[src/clamp_ctl_pkg.sv]
// Purpose: Shared constants for the clamp, coast and auto-offset control block.
// Assumes: Register offsets are byte addresses on a 32-bit Avalon-MM slave.
// Notes:   Each register sits in the low byte of its word; upper bits read zero.
package clamp_ctl_pkg;
    // Register byte addresses.
    localparam logic [7:0] ADDR_COAST_CLAMP_CTRL = 8'h18;
    localparam logic [7:0] ADDR_CLAMP_START      = 8'h19;
    localparam logic [7:0] ADDR_CLAMP_LENGTH     = 8'h1a;
    localparam logic [7:0] ADDR_CLAMP_POL_AO     = 8'h1b;
    localparam logic [7:0] ADDR_STATUS           = 8'h1c;
    // Reset values.
    localparam logic [7:0] RST_COAST_CLAMP_CTRL  = 8'h20;
    localparam logic [7:0] RST_CLAMP_START       = 8'h08;
    localparam logic [7:0] RST_CLAMP_LENGTH      = 8'h20;
    localparam logic [7:0] RST_CLAMP_POL_AO      = 8'h5b;
    // Field positions of the coast and clamp control register.
    localparam int BIT_COAST_SRC     = 7;
    localparam int BIT_COAST_OVR     = 6;
    localparam int BIT_COAST_POL     = 5;
    localparam int BIT_CLAMP_SRC     = 4;
    localparam int BIT_RED_MID       = 3;
    localparam int BIT_GREEN_MID     = 2;
    localparam int BIT_BLUE_MID      = 1;
    // Field positions of the clamp polarity and auto-offset register.
    localparam int BIT_CLAMP_OVR     = 7;
    localparam int BIT_CLAMP_POL     = 6;
    localparam int BIT_AO_EN         = 5;
    localparam int BIT_AO_IVL_HI     = 4;
    localparam int BIT_AO_IVL_LO     = 3;
    // Auto-offset interval codes.
    localparam logic [1:0] IVL_EVERY = 2'h0;
    localparam logic [1:0] IVL_16    = 2'h1;
    localparam logic [1:0] IVL_64    = 2'h2;
    localparam logic [1:0] IVL_VSYNC = 2'h3;
    localparam logic [5:0] CNT_16_LAST = 6'h0f;
    localparam logic [5:0] CNT_64_LAST = 6'h3f;
    // Read answer for an unmapped address.
    localparam logic [31:0] RD_UNMAPPED = 32'h0000_0000;
endpackage

[src/clamp_coast_ctl.sv]
// Purpose: Clamp pulse, coast selection and auto-offset scheduling with an
//          Avalon-MM register slave.
// Assumes: Hsync, vsync, clamp and coast pins arrive asynchronous to i_clk;
//          hsync and vsync are already active high.
// Notes:   All outputs come from flip-flops.
//
// How it works
// - coast source bit picks vsync or pin
// - coast override picks automatic or programmed polarity
// - programmed coast polarity: 0 low, 1 high
// - clamp source bit picks internal or pin
// - per-channel bit picks ground or midscale clamp
// - clamp starts programmed clocks after hsync end
// - clamp lasts programmed clocks, reset thirty-two
// - clamp override picks automatic or programmed polarity
// - programmed clamp polarity: 0 low, 1 high
// - auto-offset enable triggers offset correction
// - interval field schedules updates, reset every vsync
`timescale 1ns/100ps
module clamp_coast_ctl
    import clamp_ctl_pkg::*;
(
    input  wire logic        i_clk,           // Pixel sample clock, 40 MHz.
    input  wire logic        i_rst,           // Asynchronous reset, active high.
    input  wire logic [7:0]  i_address,       // Avalon byte address.
    input  wire logic        i_read,          // Avalon read request.
    input  wire logic        i_write,         // Avalon write request.
    input  wire logic [31:0] i_writedata,     // Avalon write data.
    input  wire logic [3:0]  i_byteenable,    // Avalon byte enables.
    output logic [31:0]      o_readdata,      // Avalon read data.
    output logic             o_waitrequest,   // Avalon wait request.
    input  wire logic        i_hsync,         // Hsync pin, active high.
    input  wire logic        i_vsync,         // Vsync pin, active high.
    input  wire logic        i_ext_clamp,     // External clamp pin.
    input  wire logic        i_ext_coast,     // External coast pin.
    output logic             o_clamp,         // Clamp active, high.
    output logic             o_coast,         // Coast active, high.
    output logic [2:0]       o_clamp_mid,     // Red, green, blue: 1 midscale.
    output logic             o_offset_update  // Auto-offset update pulse.
);
    typedef enum logic [2:0] {
        CL_IDLE  = 3'b001,
        CL_DELAY = 3'b010,
        CL_PULSE = 3'b100
    } cl_state_t;

    typedef struct packed {
        logic [7:0]  ctrl;
        logic [7:0]  start;
        logic [7:0]  length;
        logic [7:0]  pol_ao;
        logic        ack;
        logic [31:0] rdata;
        logic        hs1;
        logic        hs2;
        logic        hs_prev;
        logic        vs1;
        logic        vs2;
        logic        vs_prev;
        cl_state_t   cl_state;
        logic [7:0]  cl_cnt;
        logic        clamp_prev;
        logic [5:0]  ao_cnt;
        logic        clamp;
        logic        coast;
        logic [2:0]  mid;
        logic        upd;
    } st_t;

    st_t  st_ff;
    st_t  nxt_st;
    logic ext_clamp_act;
    logic ext_coast_act;
    logic hs_fall;
    logic vs_rise;
    logic clamp_rise;
    logic int_clamp;
    logic [1:0] ivl;

    // Byte lane 0 write helper, used by all four registers.
    function automatic logic [7:0] wr_byte(input logic [7:0] old, input logic [31:0] d,
                                           input logic [3:0] be);
        wr_byte = be[0] ? d[7:0] : old;
    endfunction

    ////////////////////////////////////////////////////////////////////////////
    // External clamp and coast polarity resolution.
    pol_sense #(
        .CNT_W    (12)
    ) u_clamp_pol (
        .i_clk    (i_clk),
        .i_rst    (i_rst),
        .i_pin    (i_ext_clamp),
        .i_ovr    (st_ff.pol_ao[BIT_CLAMP_OVR]),
        .i_pol    (st_ff.pol_ao[BIT_CLAMP_POL]),
        .o_active (ext_clamp_act)
    );

    pol_sense #(
        .CNT_W    (12)
    ) u_coast_pol (
        .i_clk    (i_clk),
        .i_rst    (i_rst),
        .i_pin    (i_ext_coast),
        .i_ovr    (st_ff.ctrl[BIT_COAST_OVR]),
        .i_pol    (st_ff.ctrl[BIT_COAST_POL]),
        .o_active (ext_coast_act)
    );

    ////////////////////////////////////////////////////////////////////////////
    // Edge detection reads only the second synchroniser stage.
    assign hs_fall    = st_ff.hs_prev & ~st_ff.hs2;
    assign vs_rise    = ~st_ff.vs_prev & st_ff.vs2;
    assign int_clamp  = (st_ff.cl_state == CL_PULSE);
    assign clamp_rise = st_ff.clamp & ~st_ff.clamp_prev;
    assign ivl        = st_ff.pol_ao[BIT_AO_IVL_HI:BIT_AO_IVL_LO];

    ////////////////////////////////////////////////////////////////////////////
    // Next-state logic for bus, clamp timer, coast and offset scheduling.
    always_comb begin
        nxt_st         = st_ff;
        // Bus: one wait cycle per access keeps read data registered.
        nxt_st.ack     = (i_read | i_write) & ~st_ff.ack;
        nxt_st.rdata   = RD_UNMAPPED;
        if (i_write & ~st_ff.ack) begin
            case (i_address)
                ADDR_COAST_CLAMP_CTRL: nxt_st.ctrl   = wr_byte(st_ff.ctrl, i_writedata, i_byteenable);
                ADDR_CLAMP_START:      nxt_st.start  = wr_byte(st_ff.start, i_writedata, i_byteenable);
                ADDR_CLAMP_LENGTH:     nxt_st.length = wr_byte(st_ff.length, i_writedata, i_byteenable);
                ADDR_CLAMP_POL_AO:     nxt_st.pol_ao = wr_byte(st_ff.pol_ao, i_writedata, i_byteenable);
                default: ;
            endcase
        end
        if (i_read & ~st_ff.ack) begin
            case (i_address)
                ADDR_COAST_CLAMP_CTRL: nxt_st.rdata = {24'h0, st_ff.ctrl};
                ADDR_CLAMP_START:      nxt_st.rdata = {24'h0, st_ff.start};
                ADDR_CLAMP_LENGTH:     nxt_st.rdata = {24'h0, st_ff.length};
                ADDR_CLAMP_POL_AO:     nxt_st.rdata = {24'h0, st_ff.pol_ao};
                ADDR_STATUS:           nxt_st.rdata = {27'h0, ext_coast_act, ext_clamp_act,
                                                       st_ff.coast, st_ff.clamp, st_ff.hs2};
                default:               nxt_st.rdata = RD_UNMAPPED;
            endcase
        end
        // Synchronisers and edge history.
        nxt_st.hs1     = i_hsync;
        nxt_st.hs2     = st_ff.hs1;
        nxt_st.hs_prev = st_ff.hs2;
        nxt_st.vs1     = i_vsync;
        nxt_st.vs2     = st_ff.vs1;
        nxt_st.vs_prev = st_ff.vs2;
        // Clamp timer counts pixel clocks; a new hsync end restarts it.
        case (st_ff.cl_state)
            CL_IDLE: begin
                nxt_st.cl_cnt = '0;
            end
            CL_DELAY: begin
                nxt_st.cl_cnt = st_ff.cl_cnt + 8'h01;
                if (st_ff.cl_cnt >= st_ff.start) begin
                    nxt_st.cl_state = CL_PULSE;
                    nxt_st.cl_cnt   = 8'h01;
                end
            end
            CL_PULSE: begin
                nxt_st.cl_cnt = st_ff.cl_cnt + 8'h01;
                if (st_ff.cl_cnt >= st_ff.length) begin
                    nxt_st.cl_state = CL_IDLE;
                end
            end
            default: nxt_st.cl_state = CL_IDLE;
        endcase
        if (hs_fall) begin
            nxt_st.cl_state = CL_DELAY;
            nxt_st.cl_cnt   = 8'h01;
        end
        // A zero length means no pulse at all.
        if (st_ff.length == 8'h00) nxt_st.cl_state = (nxt_st.cl_state == CL_PULSE) ? CL_IDLE : nxt_st.cl_state;
        // Clamp source: internal timer or resolved external pin.
        nxt_st.clamp = st_ff.ctrl[BIT_CLAMP_SRC] ? ext_clamp_act : int_clamp;
        nxt_st.clamp_prev = st_ff.clamp;
        // Coast source: internal follows vsync, since pre/post coast is elsewhere.
        nxt_st.coast = st_ff.ctrl[BIT_COAST_SRC] ? ext_coast_act : st_ff.vs2;
        nxt_st.mid   = {st_ff.ctrl[BIT_RED_MID], st_ff.ctrl[BIT_GREEN_MID], st_ff.ctrl[BIT_BLUE_MID]};
        // Auto-offset scheduling counts clamp starts; the vsync interval follows vsync rises instead.
        nxt_st.upd = 1'b0;
        if (st_ff.pol_ao[BIT_AO_EN]) begin
            case (ivl)
                IVL_EVERY: nxt_st.upd = clamp_rise;
                IVL_16: begin
                    if (clamp_rise) begin
                        nxt_st.upd    = (st_ff.ao_cnt[3:0] == CNT_16_LAST[3:0]);
                        nxt_st.ao_cnt = st_ff.ao_cnt + 6'h01;
                    end
                end
                IVL_64: begin
                    if (clamp_rise) begin
                        nxt_st.upd    = (st_ff.ao_cnt == CNT_64_LAST);
                        nxt_st.ao_cnt = st_ff.ao_cnt + 6'h01;
                    end
                end
                IVL_VSYNC: nxt_st.upd = vs_rise;
                default:   nxt_st.upd = 1'b0;
            endcase
        end else begin
            nxt_st.ao_cnt = '0;
        end
    end

    // State register.
    always_ff @(posedge i_clk or posedge i_rst) begin
        if (i_rst) begin
            st_ff <= '{ctrl: RST_COAST_CLAMP_CTRL, start: RST_CLAMP_START, length: RST_CLAMP_LENGTH,
                       pol_ao: RST_CLAMP_POL_AO, cl_state: CL_IDLE, default: '0};
        end else begin
            st_ff <= nxt_st;
        end
    end

    ////////////////////////////////////////////////////////////////////////////
    // Outputs straight from the state register.
    assign o_readdata      = st_ff.rdata;
    assign o_waitrequest   = ~st_ff.ack;
    assign o_clamp         = st_ff.clamp;
    assign o_coast         = st_ff.coast;
    assign o_clamp_mid     = st_ff.mid;
    assign o_offset_update = st_ff.upd;
endmodule

[src/pol_sense.sv]
// Purpose: Synchronises an external level and resolves its active polarity.
// Assumes: The input is asynchronous to i_clk.
// Notes:   In automatic mode the idle level is learned as the last level held
//          long enough to saturate its counter, so the other level counts as active.
`timescale 1ns/100ps
module pol_sense #(
    parameter int CNT_W = 12                  // Width of the idle-level counters.
) (
    input  wire logic i_clk,                  // Pixel clock.
    input  wire logic i_rst,                  // Asynchronous reset, active high.
    input  wire logic i_pin,                  // Raw external pin.
    input  wire logic i_ovr,                  // 1: use i_pol; 0: decide automatically.
    input  wire logic i_pol,                  // 1: active high; 0: active low.
    output logic      o_active                // Registered active-high result.
);
    typedef struct packed {
        logic             s1;
        logic             s2;
        logic [CNT_W-1:0] hi_cnt;
        logic [CNT_W-1:0] lo_cnt;
        logic             auto_pol;
        logic             act;
    } st_t;
    st_t st_ff;
    st_t nxt_st;

    ////////////////////////////////////////////////////////////////////////////
    // The counters saturate so that a long idle stretch decides polarity.
    always_comb begin
        nxt_st    = st_ff;
        nxt_st.s1 = i_pin;
        nxt_st.s2 = st_ff.s1;
        if (st_ff.s2) begin
            if (~&st_ff.hi_cnt) nxt_st.hi_cnt = st_ff.hi_cnt + 1'b1;
            nxt_st.lo_cnt = '0;
        end else begin
            if (~&st_ff.lo_cnt) nxt_st.lo_cnt = st_ff.lo_cnt + 1'b1;
            nxt_st.hi_cnt = '0;
        end
        if (&st_ff.hi_cnt) nxt_st.auto_pol = 1'b0;
        if (&st_ff.lo_cnt) nxt_st.auto_pol = 1'b1;
        nxt_st.act = st_ff.s2 ~^ (i_ovr ? i_pol : st_ff.auto_pol);
    end

    // Reset assumes active high until the idle level is learned.
    always_ff @(posedge i_clk or posedge i_rst) begin
        if (i_rst) begin
            st_ff <= '{auto_pol: 1'b1, default: '0};
        end else begin
            st_ff <= nxt_st;
        end
    end

    assign o_active = st_ff.act;
endmodule

[config.mk]
export PLATFORM = sky130hd
export DESIGN_NAME = clamp_coast_ctl
export DESIGN_NICKNAME = d
export VERILOG_FILES = /design/src/clamp_ctl_pkg.sv /design/src/clamp_coast_ctl.sv /design/src/pol_sense.sv
export SDC_FILE = /design/constraint.sdc
export NUM_CORES = 1
export LEC_CHECK = 0
export ABC_AREA = 1
export BUFFER_PORTS_ARGS = -buffer_cell sky130_fd_sc_hd__buf_2
export CORE_MARGIN = 5
export CORE_UTILIZATION = 46
export DETAILED_ROUTE_END_ITERATION = 6
export PLACE_DENSITY = 0.68
export SYNTH_ARGS = -nofsm -noshare
export SYNTH_HDL_FRONTEND = slang
export SYNTH_HIERARCHICAL = 1
export SYNTH_SLANG_ARGS = --single-unit
[constraint.sdc]
create_clock -name i_clk -period 1.9 [get_ports i_clk]
set_input_delay 0.095 -clock i_clk [delete_from_list [all_inputs] [get_ports i_clk]]
set_output_delay 0.095 -clock i_clk [all_outputs]
set_load 0.1 [all_outputs]
Word level (Yosys, flattened, before mapping)
Index checks and enable logic that the tools add are counted.
{"block": "word_totals", "wordCells": 118, "input_bits": 52, "register_bits": 151}
{"block": "op_classes", "eq_ne": 20, "n_mux": 30, "n_lt_le_gt_ge": 2, "reduce_logical": 15, "bitwise": 13, "n_addsub": 6}
{"op": "12-bit by 1-bit adder with 12-bit output (second input constant)", "n": 4}
{"op": "12-bit 2-to-1 mux", "n": 4}
{"op": "24-bit 2-to-1 mux", "n": 2}
{"op": "12-bit AND reduction", "n": 4}
{"op": "8-bit by 5-bit == test with 1-bit output (second input constant)", "n": 5}
{"op": "8-bit one-hot mux with 5 select lines", "n": 1}
{"op": "8-bit one-hot mux with 3 select lines", "n": 1}
{"op": "11-bit 2-to-1 mux", "n": 2}
{"op": "6-bit 2-to-1 mux", "n": 3}
{"op": "8-bit >= comparator", "n": 2}
{"op": "3-bit AND reduction", "n": 4}
{"op": "1-bit 2-to-1 mux", "n": 11}
{"op": "3-bit 2-to-1 mux", "n": 3}
{"op": "3-bit one-hot mux with 3 select lines", "n": 1}
{"op": "8-bit by 1-bit adder with 8-bit output (second input constant)", "n": 1}
{"op": "8-bit zero test", "n": 1}
{"op": "8-bit 2-to-1 mux", "n": 1}
{"op": "6-bit by 1-bit adder with 6-bit output (second input constant)", "n": 1}
{"op": "1-bit bitwise AND", "n": 6}
{"op": "3-bit == test (second input constant)", "n": 2}
{"op": "6-bit == test (second input constant)", "n": 1}
{"op": "2-bit by 1-bit inequality test with 1-bit output (second input constant)", "n": 3}
{"op": "2-bit inequality test (second input constant)", "n": 3}
{"op": "2-bit == test (second input constant)", "n": 2}
{"op": "other kinds (13)", "n": 18}

Depth between registers and ports, before layout
{"block": "logic_depth", "depth_word": 7, "ltp_mapped": 13, "mapped_depth_nobuf": 13}

Modules after synthesis
The synthesis kept the hierarchy.
{"mod": "clamp_coast_ctl", "instances": 1, "cells_each": 488, "area_each_um2": 4002.6}
{"mod": "pol_sense", "instances": 2, "cells_each": 196, "area_each_um2": 1529.0}

Worst setup path after synthesis
Ideal clock, no wire load.
{"block": "synth_path", "path_type": "flip-flop to flip-flop", "start": "register st_ff[62] (netlist name)", "end": "register st_ff[71] (netlist name)", "slack_ns": -0.071, "t_arrival_ns": 1.848, "stages_incl_launch_ff": 7, "setup_ns": 0.123, "path_buffers": 1, "required_ns": 1.777, "path_cell_list": "dfrtp_1 > inv_1 > and3_1 > nand3_2 > buf_2 > nand2_1 > o21ai_1"}

==> impl_summary.txt <==
----------------------------------------------------
[Clock network]
  Clock network latency to the later pin of the worst-skew pair ... 0.42 ns
  Count of clock tree sinks ... 127
  Number of levels the H-tree was split into ... 4
  Clock tree from TritonCTS ... yes
  Maximum buffer depth of the clock tree ... 2
  Root Buffer Master ... clkbuf_16
  Clk slew on worst S/H paths ... ~0.06 ns
  Clock buffer count from CTS ... 17
  Number of setup buffers added after CTS ... 0

[Worst setup path]
  Buffers & Inverters on Critical Path ... 1
  Top cell by count, worst path ... nand2_1
  Startpoint kind of the worst setup timing path ... flop
  R2r worst-path depth ... 11
  Critical Path RT ... 2.26 ns
  Setup Crit Path Kind ... flop to flop
  Crit path arrival time ... slightly above 2 ns
  CP max stage cell ... dfstp_2
  Critical path endpoint category ... flop
  Highest net fanout along the worst path ... 5
  Biggest cell delay along the critical path ... 0.52 ns
  Ordered list of cells on the worst path ... inv_1 > ha_1 > nand2_1 > nor2_1 > nor2_1 > nand2_1 > nand2_1 > nand3_2 > nand2_2 > nand3_1 > nand2_1
  Worst reg2reg path endpoint ... st_ff[15]$_DFFE_PP0P_
  Origin of the critical flop-to-flop path ... st_ff[82]$_DFFE_PP1P_
  Worst reg-to-reg setup slack ... 0.20 ns
  Kind of cell with the highest combined delay on the critical path ... simple AND/OR/NAND/NOR gates

[Detailed routing]
  Total detailed-routing wirelength ... ~15000 µm
  Detailed-route wire length per cell ... roughly 13 µm
  Drt initial violations ... 435
  Antenna-violating nets left ... 0
  Total number of vias ... 5667
  DRC violation count after routing ... 0
  Via density ... about 5
  First-pass iteration count of the detailed router ... 5

[Timing]
  Final cycle utilization of the critical path ... 89.6%
  Final count of negative-setup-slack endpoints ... 0
  Worst clock skew ... 0.00471 ns
  Setup TNS after final layout ... 0 ns
  Maximum clock frequency ... 0.587 GHz
  Number of hold violations in the final report ... 0
  Setup repair after global routing missed its margin ... false
  Relative slew slack ... 59.1%
  Max Slew Vio Count ... 0
  Tightest Pin Transition ... 0.613 ns
  Min Tclk post-route ... approximately 1.7 ns

[Pwr]
  Static leakage ... 3.86 nW
  Total Power ... approximately 6.7 mW
  Internal Power ... 5.05 mW
  Clock group share of total power ... 49.4%
  PwrDens ... between 800 and 900 mW/mm²
  P_sw ... 1.70 mW
  Relative contribution of combinational cells to total power ... 8.6%
  Switch share ... between 20% and 30%
  Worst ir drop on vdd ... 0.000653 V
  Share of total power in sequential cells ... between 40% and 50%

[Hold path]
  Sink of the worst hold path ... st_ff[64]$_DFFE_PP1P_
  Start point of the worst hold path ... i_writedata[1]
  Number of cells on the worst hold path ... 3
  Class of the tightest hold or removal check ... input pin to flop

[Logic synthesis]
  Synthesized-area fraction occupied by and/or/nand/nor cells ... 30.8%
  EDFF count, synth ... 0
  Library cell occupying the most area in the post-synthesis netlist ... dfrtp_1
  Post-synthesis share of cell area spent on xor and xnor gates ... 0.744%
  Top-area cell type share of the netlist area ... 41.1%
  Sequential fraction of the synthesis area ... a little under half
  Instance count of the mapped netlist ... 880
  Yosys warning count ... 6
  Share of the synthesized area in compound gates (AO/OA/AOI/OAI) ... 8.51%
  Average size of a mapped cell ... approximately 8.0 µm²
  Main combinational cell family by area after synthesis ... simple AND/OR/NAND/NOR gates
  Cell area after synthesis ... 0.00706 mm²
  Count of unique library cells instantiated by Yosys ... 37
  Mux cell area share after synthesis ... 0%
  Area share of fa/ha/maj cells after synthesis ... 4.43%
  Prevailing post-synth register cell ... dfrtp_1
  Fraction of registers with async set/reset ... between 90% and 100%
  Ranking of synthesized cells by area ... dfrtp_1, nand2_1, nand3_1
  Number of register bits inferred by synthesis ... 127

[Global routing]
  GRT Util Overall ... 17.0%
  First-pass GRT wire length ... 24900 µm
  Initial antenna violation count ... 0
  Via count of the first global-routing pass ... 5315
  Pin count of the biggest net entering global routing ... 62
  Aggregate global routing overflow ... 0

[Floorplanning]
  Standard-cell row count ... 45
  I/O pin total ... 91
  Die H ... between 100 and 150 µm
  Chip width ... 134 µm
  Floorplan die area ... approximately 0.018 mm²
  Starting Density ... 46.6%
  Std-Cell Core Area ... about 0.015 mm²

[Final layout]
  Total number of nets in the final design ... 1013
  Fillcell total ... 1385
  Ratio of cells with drive above 1 in the final layout ... 16.2%
  Most common library cell in the layout ignoring fill and taps ... nand2_1
  Number of antenna diodes ... 0
  Most used cells in the layout excluding fill and tap cells ... nand2_1, dfrtp_1, inv_1, nor2_1, nand3_1
  Area grow syn2layout ... 14.2%

[Placed design]
  DP HPWL ... about 11000 µm
  I/O Buffers ... 39
  Final weighted congestion in routability-driven placement ... between 0.8 and 0.9

[Outcome]
  Outcome ... finished, final reports clean

[Job]
  Max-cap check violation count ... 0

----------------------------------------------------
==> tightest hold or removal path, stage by stage <==
cell and delay, ns:
buf_2 0.10, inv_1 0.15, o21ai_2 0.08
==> power by group through the flow <==
stage	registers (mW)	logic (mW)	clock network [mW]
6_report	2.83	0.584	3.34
5_1_grt	2.84	0.640	3.51
4_1_cts	2.83	0.589	3.40
3_5_place_dp	2.87	0.573	0
3_3_place_gp	2.87	0.569	0
2_1_floorplan	2.87	0.490	0
==> cells by family (layout without fill, tap and decap cells) <==
family,after synthesis,count (layout)
compound gates,107,107
xor+xnor,6,6
fa+ha+maj,25,25
buf+inv,151,197
flops,127,127
other cells,1,24
simple gates,463,463
==> cell usage after synthesis, types with 3 or more instances <==
master	count
nand3_1	75
buf_2	5
nor3_2	3
a21oi_1	15
nor2_4	11
ha_1	25
nor2_1	79
nand3_2	4
o21ai_1	30
clkbuf_1	5
nor3_1	8
inv_1	93
inv_2	9
nand4_1	19
and2_1	3
nand2_2	4
buf_6	3
xor2_1	6
a31oi_1	14
o21ai_2	8
nor2_2	7
dfrtp_1	116
nand3b_1	4
nand2_1	235
o21ai_0	34
dfstp_2	11
buf_4	35
nand3_4	5
==> area by class of cell <==
class	count	area [µm²]	share of cell area (%)
repair buffers	62	400	4.97
multi-input cells	625	3240	40.1
flip-flops and latches	127	3190	39.6
well taps	188	235	2.92
clock buffers	22	474	5.88
clock inverters	10	136	1.69
inverters	103	390	4.84
==> layer usage <==
layer	global-route usage [%]	wire, µm	vias up
li1	-	-	2905
met2	27.7	7000	111
met4	4.74	212	0
met5	0	0	-
met1	22.6	6830	2633
met3	4.35	665	18
==> timing repair <==
item                                    in CTS  in global routing
endpoints found under the setup margin       0                  5
resized for setup                            0                  2
endpoints found under the hold margin       55                  0
hold buffers                                 8                  0
==> flip-flops by register name (all words and copies together) (netlist names), 2 cells and up <==
name	cells
st_ff	48
nxt_st	7
u_coast_pol/st_ff	26
u_clamp_pol/st_ff	26
ivl	2
o_readdata	8
o_clamp_mid	3
==> stage by stage <==
stage	instances	area, µm²	util [%]	hold slack, ns	setup slack, ns
floorplan	903	7150	-	0.126	0.00808
global placement	1097	7370	48.6	0.0844	0.171
detailed placement	1097	7370	48.6	0.0822	0.136
CTS	1137	8060	53.2	0.00325	0.128
global route	1137	8060	53.2	0.0253	0.0269
finish	1137	8060	53.2	0.0110	0.198
==> worst max path at each step <==
stage,end,slack (ns),cells past startpoint,from
floorplan,st_ff[10]$_DFFE_PP0P_,0.008,7,o_clamp$_DFF_PP0_
global placement,st_ff[16]$_DFFE_PP0P_,0.17,11,st_ff[82]$_DFFE_PP1P_
detailed placement,st_ff[16]$_DFFE_PP0P_,0.14,11,st_ff[82]$_DFFE_PP1P_
CTS,st_ff[20]$_DFFE_PP0P_,0.13,11,st_ff[82]$_DFFE_PP1P_
global route,st_ff[17]$_DFFE_PP0P_,0.03,11,st_ff[82]$_DFFE_PP1P_
finish,st_ff[15]$_DFFE_PP0P_,0.20,11,st_ff[82]$_DFFE_PP1P_
No activity file was read; power rests on OpenSTA's default activity.
